[src/hdl/sbf_pkg.sv]
package sbf_pkg;
  // ***********************************
  // Clock and timing
  // ***********************************
  localparam int CLK_PERIOD_NS = 25;
  localparam int DOM_MIN_NS = 2000;
  localparam int DOM_MIN_CYC_I = (DOM_MIN_NS + CLK_PERIOD_NS - 1)
                                 / CLK_PERIOD_NS;
  localparam logic [6:0] DOM_MIN_CYC = 7'(DOM_MIN_CYC_I);
  localparam logic [2:0] FAULT_PERSIST = 3'h4;
  // Half period of the serial clock made by the controller, in pclk cycles
  localparam logic [3:0] SCLK_HALF = 4'h8;

  // ***********************************
  // Device register map (7-bit addresses)
  // ***********************************
  localparam logic [6:0] ADDR_SCRATCH = 7'h0F;
  localparam logic [6:0] ADDR_GLOBAL = 7'h50;
  localparam logic [6:0] ADDR_FLAGS = 7'h54;
  localparam logic [7:0] FLAGS_RESET = 8'h00;
  localparam logic [7:0] SCRATCH_RESET = 8'h00;
  localparam int FAULT_N = 7;
  localparam int GLB_FAULT_BIT = 7;
  localparam int GLB_BUS_BIT = 5;
  localparam int GLB_PERR_BIT = 3;
  localparam int FLG_HALF_TERM = 6;
  localparam int FLG_SHORTED = 5;
  localparam int FLG_HI_BAT = 4;
  localparam int FLG_LO_GND = 3;
  localparam int FLG_OPEN = 2;
  localparam int FLG_GND = 1;
  localparam int FLG_BAT = 0;

  // ***********************************
  // Serial frame
  // ***********************************
  localparam logic RW_WRITE = 1'b1;
  localparam logic [5:0] CNT_MAX = 6'h3F;
  localparam logic [5:0] LEN_1 = 6'h10;
  localparam logic [5:0] LEN_2 = 6'h18;
  localparam logic [5:0] LEN_3 = 6'h20;
  localparam logic [5:0] HDR_BITS = 6'h08;

  // ***********************************
  // Controller registers over APB
  // ***********************************
  localparam logic [7:0] HREG_CMD = 8'h00;
  localparam logic [7:0] HREG_TXDATA = 8'h04;
  localparam logic [7:0] HREG_STATUS = 8'h08;
  localparam logic [7:0] HREG_RXDATA = 8'h0C;
  localparam int CMD_WR_BIT = 7;
  localparam int CMD_NB_LSB = 8;
  localparam int CMD_TRIM_LSB = 10;

  typedef enum {
    SBF_IDLE, SBF_LEAD, SBF_HIGH, SBF_LOW, SBF_TRAIL, SBF_GAP
  } sbf_hstate_e;
endpackage

[src/hdl/sbf_if.sv]
`timescale 1ns/1ps
interface sbf_if;
  logic chip_select_low;
  logic sclk;
  logic serial_in;
  logic serial_out;
  logic serial_out_oe;
  logic serial_line;

  // Released data-out line rests high, as a pulled-up shared bus would
  assign serial_line = serial_out_oe ? serial_out : 1'b1;

  modport device (
    input chip_select_low,
    input sclk,
    input serial_in,
    output serial_out,
    output serial_out_oe
  );
  modport host (
    output chip_select_low,
    output sclk,
    output serial_in,
    input serial_line
  );
endinterface

[src/hdl/sbf_device.sv]
// Notes on behaviour
// - Fault recorded after four qualified dominant releases
// - Bit 6 half termination, bit 2 open
// - Bits 5,4,3 for line shorts
// - Bits 1,0 ground/battery; bit 7 zero
// - Frames are 16, 24 or 32 clocks
// - Burst bytes go to incremented addresses
// - Global status byte always shifted first
// - Sample on rising, change on falling
// - Output driven only while selected
// - Global fault bit shown at select
// - Select held low for whole frame
// - Write needs at least 16 clocks
// - Three-byte write is 32 clocks
// - Writes commit only at select release
// - 31 clocks commits two bytes only
// - Bad clock count sets protocol error
// - Select bit is global bit 7
// - Reads return bytes from successive addresses
//
// Added by the designer: the APB slave port.
`timescale 1ns/1ps
module sbf_device (
  input wire logic pclk,
  input wire logic presetn,
  sbf_if.device link,
  input wire logic [sbf_pkg::FAULT_N-1:0] fault_detect,
  input wire logic bus_dominant,
  output logic [7:0] fault_flags,
  output logic protocol_error,
  output logic global_fault
);
  // ***********************************
  // Input synchronisers
  // ***********************************
  logic cs_s, sclk_s, sdi_s, dom_s;
  logic [sbf_pkg::FAULT_N-1:0] fd_s;

  sbf_sync #(.W(sbf_pkg::FAULT_N + 4),
             .INIT({1'b1, {(sbf_pkg::FAULT_N + 3){1'b0}}})) u_sync (
    .pclk(pclk),
    .presetn(presetn),
    .async_in({link.chip_select_low, link.sclk, link.serial_in,
               bus_dominant, fault_detect}),
    .sync_out({cs_s, sclk_s, sdi_s, dom_s, fd_s})
  );

  // ***********************************
  // Fault qualification
  // ***********************************
  logic dom_prev_q, dom_prev_d;
  logic [6:0] dom_cnt_q, dom_cnt_d;
  logic qual_edge;
  logic [sbf_pkg::FAULT_N-1:0] fault_set;

  always_comb begin
    dom_prev_d = dom_s;
    dom_cnt_d = dom_cnt_q;
    if (!dom_s) begin
      dom_cnt_d = '0;
    end else if (dom_cnt_q != sbf_pkg::DOM_MIN_CYC) begin
      dom_cnt_d = dom_cnt_q + 7'h01;
    end
  end

  // A release counts only after a dominant bit of the minimum length
  assign qual_edge = dom_prev_q & ~dom_s &
                     (dom_cnt_q == sbf_pkg::DOM_MIN_CYC);

  always_ff @(posedge pclk or negedge presetn) begin
    if (!presetn) begin
      dom_prev_q <= 1'b0;
      dom_cnt_q <= '0;
    end else begin
      dom_prev_q <= dom_prev_d;
      dom_cnt_q <= dom_cnt_d;
    end
  end

  // Each flag has its own persistence count; a gap in the fault restarts it
  for (genvar i = 0; i < sbf_pkg::FAULT_N; i++) begin : g_flt
    logic [2:0] pc_q, pc_d;
    always_comb begin
      pc_d = pc_q;
      if (!fd_s[i]) begin
        pc_d = '0;
      end else if (qual_edge && pc_q != sbf_pkg::FAULT_PERSIST) begin
        pc_d = pc_q + 3'h1;
      end
    end
    assign fault_set[i] = fd_s[i] & qual_edge &
                          (pc_q == sbf_pkg::FAULT_PERSIST - 3'h1);
    always_ff @(posedge pclk or negedge presetn) begin
      if (!presetn) begin
        pc_q <= '0;
      end else begin
        pc_q <= pc_d;
      end
    end
  end

  // ***********************************
  // Serial engine and registers
  // ***********************************
  logic cs_p_q, cs_p_d, sclk_p_q, sclk_p_d;
  logic cs_fall, cs_rise, sclk_rise, sclk_fall;
  logic [5:0] cnt_q, cnt_d;
  logic [7:0] rx_q, rx_d, tx_q, tx_d;
  logic [6:0] addr_q, addr_d;
  logic wr_q, wr_d, sdo_q, sdo_d, oe_q, oe_d;
  logic [7:0] wbuf_q [3];
  logic [7:0] wbuf_d [3];
  logic [1:0] wcnt_q, wcnt_d;
  logic [sbf_pkg::FAULT_N-1:0] flags_q, flags_d, flags_clr;
  logic [7:0] scratch_q, scratch_d;
  logic perr_q, perr_d, perr_set, perr_clr, gflt_q, gflt_d;
  logic [7:0] status;
  logic [7:0] rd_byte;
  logic [1:0] ridx;
  logic [6:0] waddr;

  assign cs_fall = cs_p_q & ~cs_s;
  assign cs_rise = ~cs_p_q & cs_s;
  assign sclk_rise = ~sclk_p_q & sclk_s;
  assign sclk_fall = sclk_p_q & ~sclk_s;

  always_comb begin
    status = '0;
    status[sbf_pkg::GLB_FAULT_BIT] = gflt_q;
    status[sbf_pkg::GLB_BUS_BIT] = |flags_q;
    status[sbf_pkg::GLB_PERR_BIT] = perr_q;
  end

  assign ridx = 2'(cnt_q[4:3] - 2'h1);

  // Kept as a process so a flag change re-evaluates the byte at once
  always_comb begin
    rd_byte = '0;
    if (!wr_q && cnt_q <= sbf_pkg::LEN_2) begin
      case (7'(addr_q + 7'(ridx)))
        sbf_pkg::ADDR_GLOBAL: rd_byte = status;
        sbf_pkg::ADDR_FLAGS: rd_byte = {1'b0, flags_q};
        sbf_pkg::ADDR_SCRATCH: rd_byte = scratch_q;
        default: rd_byte = '0;
      endcase
    end
  end

  always_comb begin
    cs_p_d = cs_s;
    sclk_p_d = sclk_s;
    cnt_d = cnt_q;
    rx_d = rx_q;
    tx_d = tx_q;
    addr_d = addr_q;
    wr_d = wr_q;
    sdo_d = sdo_q;
    oe_d = ~cs_s;
    wbuf_d = wbuf_q;
    wcnt_d = wcnt_q;
    perr_set = 1'b0;
    if (cs_fall) begin
      cnt_d = '0;
      wcnt_d = '0;
      tx_d = status;
      sdo_d = status[sbf_pkg::GLB_FAULT_BIT];
    end else if (!cs_s) begin
      if (sclk_rise) begin
        rx_d = {rx_q[6:0], sdi_s};
        if (cnt_q != sbf_pkg::CNT_MAX) begin
          cnt_d = cnt_q + 6'h01;
        end
        if (cnt_q == sbf_pkg::HDR_BITS - 6'h01) begin
          addr_d = rx_q[6:0];
          wr_d = (sdi_s == sbf_pkg::RW_WRITE);
        end else if (cnt_q[2:0] == 3'h7 && !cnt_q[5] && wr_q) begin
          wbuf_d[ridx] = {rx_q[6:0], sdi_s};
          wcnt_d = 2'(ridx + 2'h1);
        end
      end
      if (sclk_fall && cnt_q != '0) begin
        if (cnt_q[2:0] == 3'h0) begin
          tx_d = rd_byte;
          sdo_d = rd_byte[7];
        end else begin
          tx_d = {tx_q[6:0], 1'b0};
          sdo_d = tx_q[6];
        end
      end
    end
    if (cs_rise && cnt_q != sbf_pkg::LEN_1 && cnt_q != sbf_pkg::LEN_2 &&
        cnt_q != sbf_pkg::LEN_3) begin
      perr_set = 1'b1;
    end
  end

  // Commit at release; up to three bytes land in one cycle
  always_comb begin
    flags_clr = '0;
    perr_clr = 1'b0;
    scratch_d = scratch_q;
    waddr = addr_q;
    if (cs_rise) begin
      for (int k = 0; k < 3; k++) begin
        waddr = 7'(addr_q + 7'(k));
        if (k < int'(wcnt_q)) begin
          case (waddr)
            sbf_pkg::ADDR_FLAGS: flags_clr = flags_clr |
                                  wbuf_q[k][sbf_pkg::FAULT_N-1:0];
            sbf_pkg::ADDR_GLOBAL: perr_clr = perr_clr |
                                  wbuf_q[k][sbf_pkg::GLB_PERR_BIT];
            sbf_pkg::ADDR_SCRATCH: scratch_d = wbuf_q[k];
            default: ;
          endcase
        end
      end
    end
    // A new event beats a clear in the same cycle
    flags_d = (flags_q & ~flags_clr) | fault_set;
    perr_d = (perr_q & ~perr_clr) | perr_set;
    gflt_d = (|flags_d) | perr_d;
  end

  always_ff @(posedge pclk or negedge presetn) begin
    if (!presetn) begin
      cs_p_q <= 1'b1;
      sclk_p_q <= 1'b0;
      cnt_q <= '0;
      rx_q <= '0;
      tx_q <= '0;
      addr_q <= '0;
      wr_q <= 1'b0;
      sdo_q <= 1'b0;
      oe_q <= 1'b0;
      wbuf_q <= '{default: '0};
      wcnt_q <= '0;
      flags_q <= sbf_pkg::FLAGS_RESET[sbf_pkg::FAULT_N-1:0];
      scratch_q <= sbf_pkg::SCRATCH_RESET;
      perr_q <= 1'b0;
      gflt_q <= 1'b0;
    end else begin
      cs_p_q <= cs_p_d;
      sclk_p_q <= sclk_p_d;
      cnt_q <= cnt_d;
      rx_q <= rx_d;
      tx_q <= tx_d;
      addr_q <= addr_d;
      wr_q <= wr_d;
      sdo_q <= sdo_d;
      oe_q <= oe_d;
      wbuf_q <= wbuf_d;
      wcnt_q <= wcnt_d;
      flags_q <= flags_d;
      scratch_q <= scratch_d;
      perr_q <= perr_d;
      gflt_q <= gflt_d;
    end
  end

  assign link.serial_out = sdo_q;
  assign link.serial_out_oe = oe_q;
  assign fault_flags = {1'b0, flags_q};
  assign protocol_error = perr_q;
  assign global_fault = gflt_q;
endmodule

[src/hdl/sbf_sync.sv]
`timescale 1ns/1ps
module sbf_sync #(
  parameter int W = 1,
  parameter logic [W-1:0] INIT = '0
) (
  input wire logic pclk,
  input wire logic presetn,
  input wire logic [W-1:0] async_in,
  output logic [W-1:0] sync_out
);
  logic [W-1:0] meta_q;
  logic [W-1:0] sync_q;

  always_ff @(posedge pclk or negedge presetn) begin
    if (!presetn) begin
      meta_q <= INIT;
      sync_q <= INIT;
    end else begin
      meta_q <= async_in;
      sync_q <= meta_q;
    end
  end

  assign sync_out = sync_q;
endmodule

[src/flat_wrapper.sv]
// flat-port wrapper written by rule: the top's interface ports become plain ports
module sbf_device_flat 
  (pclk, presetn, fault_detect, bus_dominant, fault_flags, protocol_error, global_fault, link_chip_select_low, link_sclk, link_serial_in, link_serial_out, link_serial_out_oe);
  sbf_if link_i ();
  input wire logic pclk;
  input wire logic presetn;
  input wire logic [sbf_pkg::FAULT_N-1:0] fault_detect;
  input wire logic bus_dominant;
  output logic [7:0] fault_flags;
  output logic protocol_error;
  output logic global_fault;
  input wire logic [$bits(link_i.chip_select_low)-1:0] link_chip_select_low;
  input wire logic [$bits(link_i.sclk)-1:0] link_sclk;
  input wire logic [$bits(link_i.serial_in)-1:0] link_serial_in;
  output wire logic [$bits(link_i.serial_out)-1:0] link_serial_out;
  output wire logic [$bits(link_i.serial_out_oe)-1:0] link_serial_out_oe;
  assign link_i.chip_select_low = link_chip_select_low;
  assign link_i.sclk = link_sclk;
  assign link_i.serial_in = link_serial_in;
  assign link_serial_out = link_i.serial_out;
  assign link_serial_out_oe = link_i.serial_out_oe;
  sbf_device u_core (.pclk(pclk), .presetn(presetn), .link(link_i), .fault_detect(fault_detect), .bus_dominant(bus_dominant), .fault_flags(fault_flags), .protocol_error(protocol_error), .global_fault(global_fault));
endmodule
[config.mk]
export PLATFORM = sky130hd
export DESIGN_NAME = sbf_device_flat
export DESIGN_NICKNAME = d
export VERILOG_FILES = /design/src/hdl/sbf_pkg.sv /design/src/hdl/sbf_if.sv /design/src/hdl/sbf_device.sv /design/src/hdl/sbf_sync.sv /design/src/flat_wrapper.sv
export SDC_FILE = /design/constraint.sdc
export NUM_CORES = 1
export LEC_CHECK = 0
export BUFFER_PORTS_ARGS = -buffer_cell sky130_fd_sc_hd__buf_2
export CAP_MARGIN = 40
export CORE_MARGIN = 1
export CORE_UTILIZATION = 60
export DETAILED_ROUTE_END_ITERATION = 6
export GPL_TIMING_DRIVEN = 1
export HOLD_SLACK_MARGIN = 0.12
export PLACE_DENSITY = 0.89
export SLEW_MARGIN = 0
export SYNTH_ARGS = -nofsm -noshare
export SYNTH_HDL_FRONTEND = slang
export SYNTH_HIERARCHICAL = 1
export SYNTH_SLANG_ARGS = --single-unit
[constraint.sdc]
create_clock -name pclk -period 7.9 [get_ports pclk]
set_input_delay 1.975 -clock pclk [delete_from_list [all_inputs] [get_ports pclk]]
set_output_delay 1.975 -clock pclk [all_outputs]
set_load 0.05 [all_outputs]
==> results.json <==
{
  "r2r-start": "u_core/cnt_q[3]",
  "final_nets": 642,
  "r2r_slack_ps": 4440,
  "fillers": 699,
  "drive_gt1_share_pct": 16.97,
  "clkTransAtPathRegs_ps": 60,
  "final_common_cell": "dfrtp_1",
  "n_antenna_cell": 0,
  "timing.hold.ws_ps": 350.2,
  "synth_seq_area_share_pct": 50.11,
  "critical_path_class": "reg2reg",
  "fp.dieH_microns": 104.5,
  "syn_nets": 613,
  "initial_core_util_pct": 61.58,
  "wl_per_cell_microns": 19.84,
  "cp_top_family": "simple AND/OR/NAND/NOR gates",
  "cts_hold_buffers": 0,
  "viasPerCell": 6.284,
  "rows": 37,
  "synth_area_sq_mm": 0.006300,
  "first_pass_iters": 5,
  "drv_slew": 0,
  "synth_ff_type": "dfrtp_1",
  "cts_buffers": 17,
  "power_density_mw_per_mm2": 208.9,
  "worstPathMaxFanout": 9,
  "power.leakage_nw": 3.211,
  "skew_ps": 7.958,
  "synth_seq_cells": 126,
  "r2r-end": "u_core/tx_q[0]",
  "status": "finished, final reports clean",
  "route.detailed.drc": 0,
  "hp-class": "reg2reg",
  "multiInputGateArea_sq_mm": 0.002938,
  "syn_avg_cell_area_sq_um": 11.11,
  "io_pins": 25,
  "setup_ws_ps": 4436,
  "clock.fmax_ghz": 0.2887,
  "clockBufferDepth": 2,
  "areaGrowthSynthToFinish_pct": 12.87,
  "synth_edf_count": 0,
  "worst_skew_pair.late_latency_ps": 520,
  "layout_common_cells": "123 x dfrtp_1, 44 x nand2_1, 32 x inv_1, 32 x ha_1, 30 x mux2_2",
  "core_sq_mm": 0.01023,
  "drtAntennaViolNets": 0,
  "clkSinkCount": 126,
  "critPathBufInv": 1,
  "cts_tree": "built",
  "drv_cap": 0,
  "synth_cells": 567,
  "finalHoldViolCount": 0,
  "grt_pass1_vias": 4889,
  "start_kind": "register",
  "slew_headroom_pct": 40.19,
  "cts_resized": 0,
  "tightest_slew_ps": 890.3,
  "setup_viol": 0,
  "rsz0062_at_grt": "no",
  "root_buffer": "clkbuf_8",
  "period_needed_ps": 3464,
  "fin_crit_sh_pct": 43.84,
  "post-place-ws_ps": 4442,
  "cpPeakStageDelay_ps": 740,
  "first_iter_violations": 439,
  "htree_levels": 4,
  "grt_pass1_wl_mm": 24.59,
  "critPathCaptureType": "register",
  "gr-total-overflow": 0,
  "arrival_ps": 3900,
  "path_cells": "inv_1 > ha_1 > fa_1 > xor2_1 > nand3_1 > nor3_1 > o2111ai_1 > o22ai_1",
  "cp_slowest_cell": "nor3_1",
  "ys_warn_count": 6,
  "io_buffers": 23,
  "async_reset_ff_share_pct": 100.0,
  "path_depth": 8,
  "critical_path.startpoint": "u_core/cnt_q[3]",
  "grtUsageTotal_pct": 29.18,
  "reg2regPathDepth": 8,
  "irDropWorstVdd_uv": 178.0,
  "grt_start_max_net_pins": 67,
  "fin_setup_tns_ps": 0,
  "die_area_sq_mm": 0.01091,
  "gp_congestion": 0.9479,
  "die_w_microns": 104.5,
  "regArea_sq_mm": 0.003157,
  "num_vias": 4669,
  "wirelength_mm": 14.74,
  "crit_end": "u_core/tx_q[0]",
  "dp_hpwl_mm": 10.12,
  "antenna_found_initial": 0,
  "cts_setup_buffers": 0,
  "ys_types": 62,
  "cp.required_ps": 8340
}
worst min path at each step:
stage	end	startpoint	slack, ps	cells after the start
2_1_floorplan	u_core/u_sync/sync_out[0]	u_core/u_sync/meta_q[0]	330	0
3_3_place_gp	u_core/u_sync/sync_out[5]	u_core/u_sync/meta_q[5]	330	0
3_5_place_dp	u_core/u_sync/sync_out[0]	u_core/u_sync/meta_q[0]	340	0
4_1_cts	u_core/u_sync/sync_out[5]	u_core/u_sync/meta_q[5]	350	0
5_1_grt	u_core/u_sync/sync_out[5]	u_core/u_sync/meta_q[5]	350	0
6_report	u_core/u_sync/sync_out[8]	u_core/u_sync/meta_q[8]	350	0
kinds of logic after synthesis:
kind of cell | Yosys count | share of synthesized area, %
AO/OA/AOI/OAI | 109 | 11.96
XOR/XNOR | 19 | 2.642
adder cells (fa/ha/maj) | 33 | 6.673
buffers and inverters | 52 | 3.456
flip-flops | 126 | 50.11
multiplexers | 65 | 11.06
other | 1 | 0.05953
AND/OR/NAND/NOR | 162 | 14.04
metrics by stage:
| step | std cells | instance area, sq um | power, W | util, % |
|---|---|---|---|---|
| final | 743 | 7111 | 0.001485 | 69.50 |
| after global routing | 743 | 7111 | 0.001536 | 69.50 |
| after CTS | 743 | 7111 | 0.001497 | 69.50 |
| after detailed placement | 713 | 6559 | 0.0007688 | 64.11 |
| after global placement | 709 | 6525 | 0.0007625 | 63.78 |
| after floorplan | 567 | 6300 | 0.0007328 | - |
cells in the mapped netlist (2+ instances only):
cell / instances / share of area, %
xnor2_1: 16 / 2.2
or4_1: 4 / 0.48
a311oi_1: 3 / 0.42
or2_1: 2 / 0.20
clkbuf_1: 10 / 0.60
mux2i_1: 28 / 4.4
mux2_2: 30 / 5.4
buf_4: 2 / 0.24
inv_1: 32 / 1.9
a41oi_1: 2 / 0.28
mux2_1: 7 / 1.3
a41o_1: 6 / 0.95
nor3_1: 5 / 0.40
a32oi_1: 7 / 0.97
ha_1: 32 / 6.4
o22ai_1: 7 / 0.70
a31oi_1: 7 / 0.70
nand2_1: 44 / 2.6
a32o_1: 6 / 0.95
and3_1: 3 / 0.30
nand4bb_1: 2 / 0.36
dfrtp_1: 123 / 49
nand4_1: 5 / 0.50
or3b_4: 2 / 0.36
a22oi_1: 2 / 0.24
o21ai_0: 17 / 1.4
buf_2: 6 / 0.48
o211ai_1: 8 / 0.95
nor2_1: 28 / 1.7
a21oi_1: 19 / 1.5
and2_1: 17 / 1.7
nand3b_1: 3 / 0.36
nor3b_1: 3 / 0.36
nand3_1: 12 / 0.95
dfstp_2: 3 / 1.3
o2111ai_1: 7 / 0.97
nor2b_1: 18 / 1.8
nand2b_1: 3 / 0.30
xor2_1: 3 / 0.42
o21ai_1: 11 / 0.87
sequential cells by signal (all words and copies together), names as in the netlist, 6 cells and up:
signal                  count
u_core/cnt_q                6
u_core/g_flt.pc_q          21
u_core/u_sync/sync_out     11
u_core/tx_q                 7
u_core/scratch_q            8
u_core/flags_q              7
u_core/u_sync/meta_q       11
u_core/rx_q                 7
u_core/dom_cnt_q            7
u_core/addr_q               7
u_core/wbuf_q              24
area by class of cell:
class                   count  area share [%]
multi-input cells         389           41.32
repair buffers             30           2.446
clock buffers              20           6.124
flip-flops and latches    126           44.40
well taps                 136           2.393
clock inverters            10           1.636
inverters                  32           1.689
routing by layer:
| layer | share of wire, % | vias to the layer above | GRT usage (%) |
|---|---|---|---|
| li1 | - | 2093 | - |
| met1 | 40 | 2355 | 36.14 |
| met2 | 51 | 180 | 47.45 |
| met3 | 6.6 | 41 | 7.644 |
| met4 | 2.5 | 0 | 14.18 |
| met5 | 0 | - | 0 |
worst reg2reg max path, stage by stage, from the launching register on:
cell and delay, ps:
dfrtp_1 450, inv_1 110, ha_1 350, fa_1 490, xor2_1 450, nand3_1 130, nor3_1 740, o2111ai_1 390
o22ai_1 270
power breakdown:
part / switching [W] / total [W] / internal (W)
registers: 0.0000269 / 0.000695 / 0.000668
clock network: 0.000273 / 0.000726 / 0.000453
logic: 0.0000406 / 0.0000642 / 0.0000236
total: 0.000341 / 0.00149 / 0.00114
Note: power is estimated with default switching activity, not from simulation.
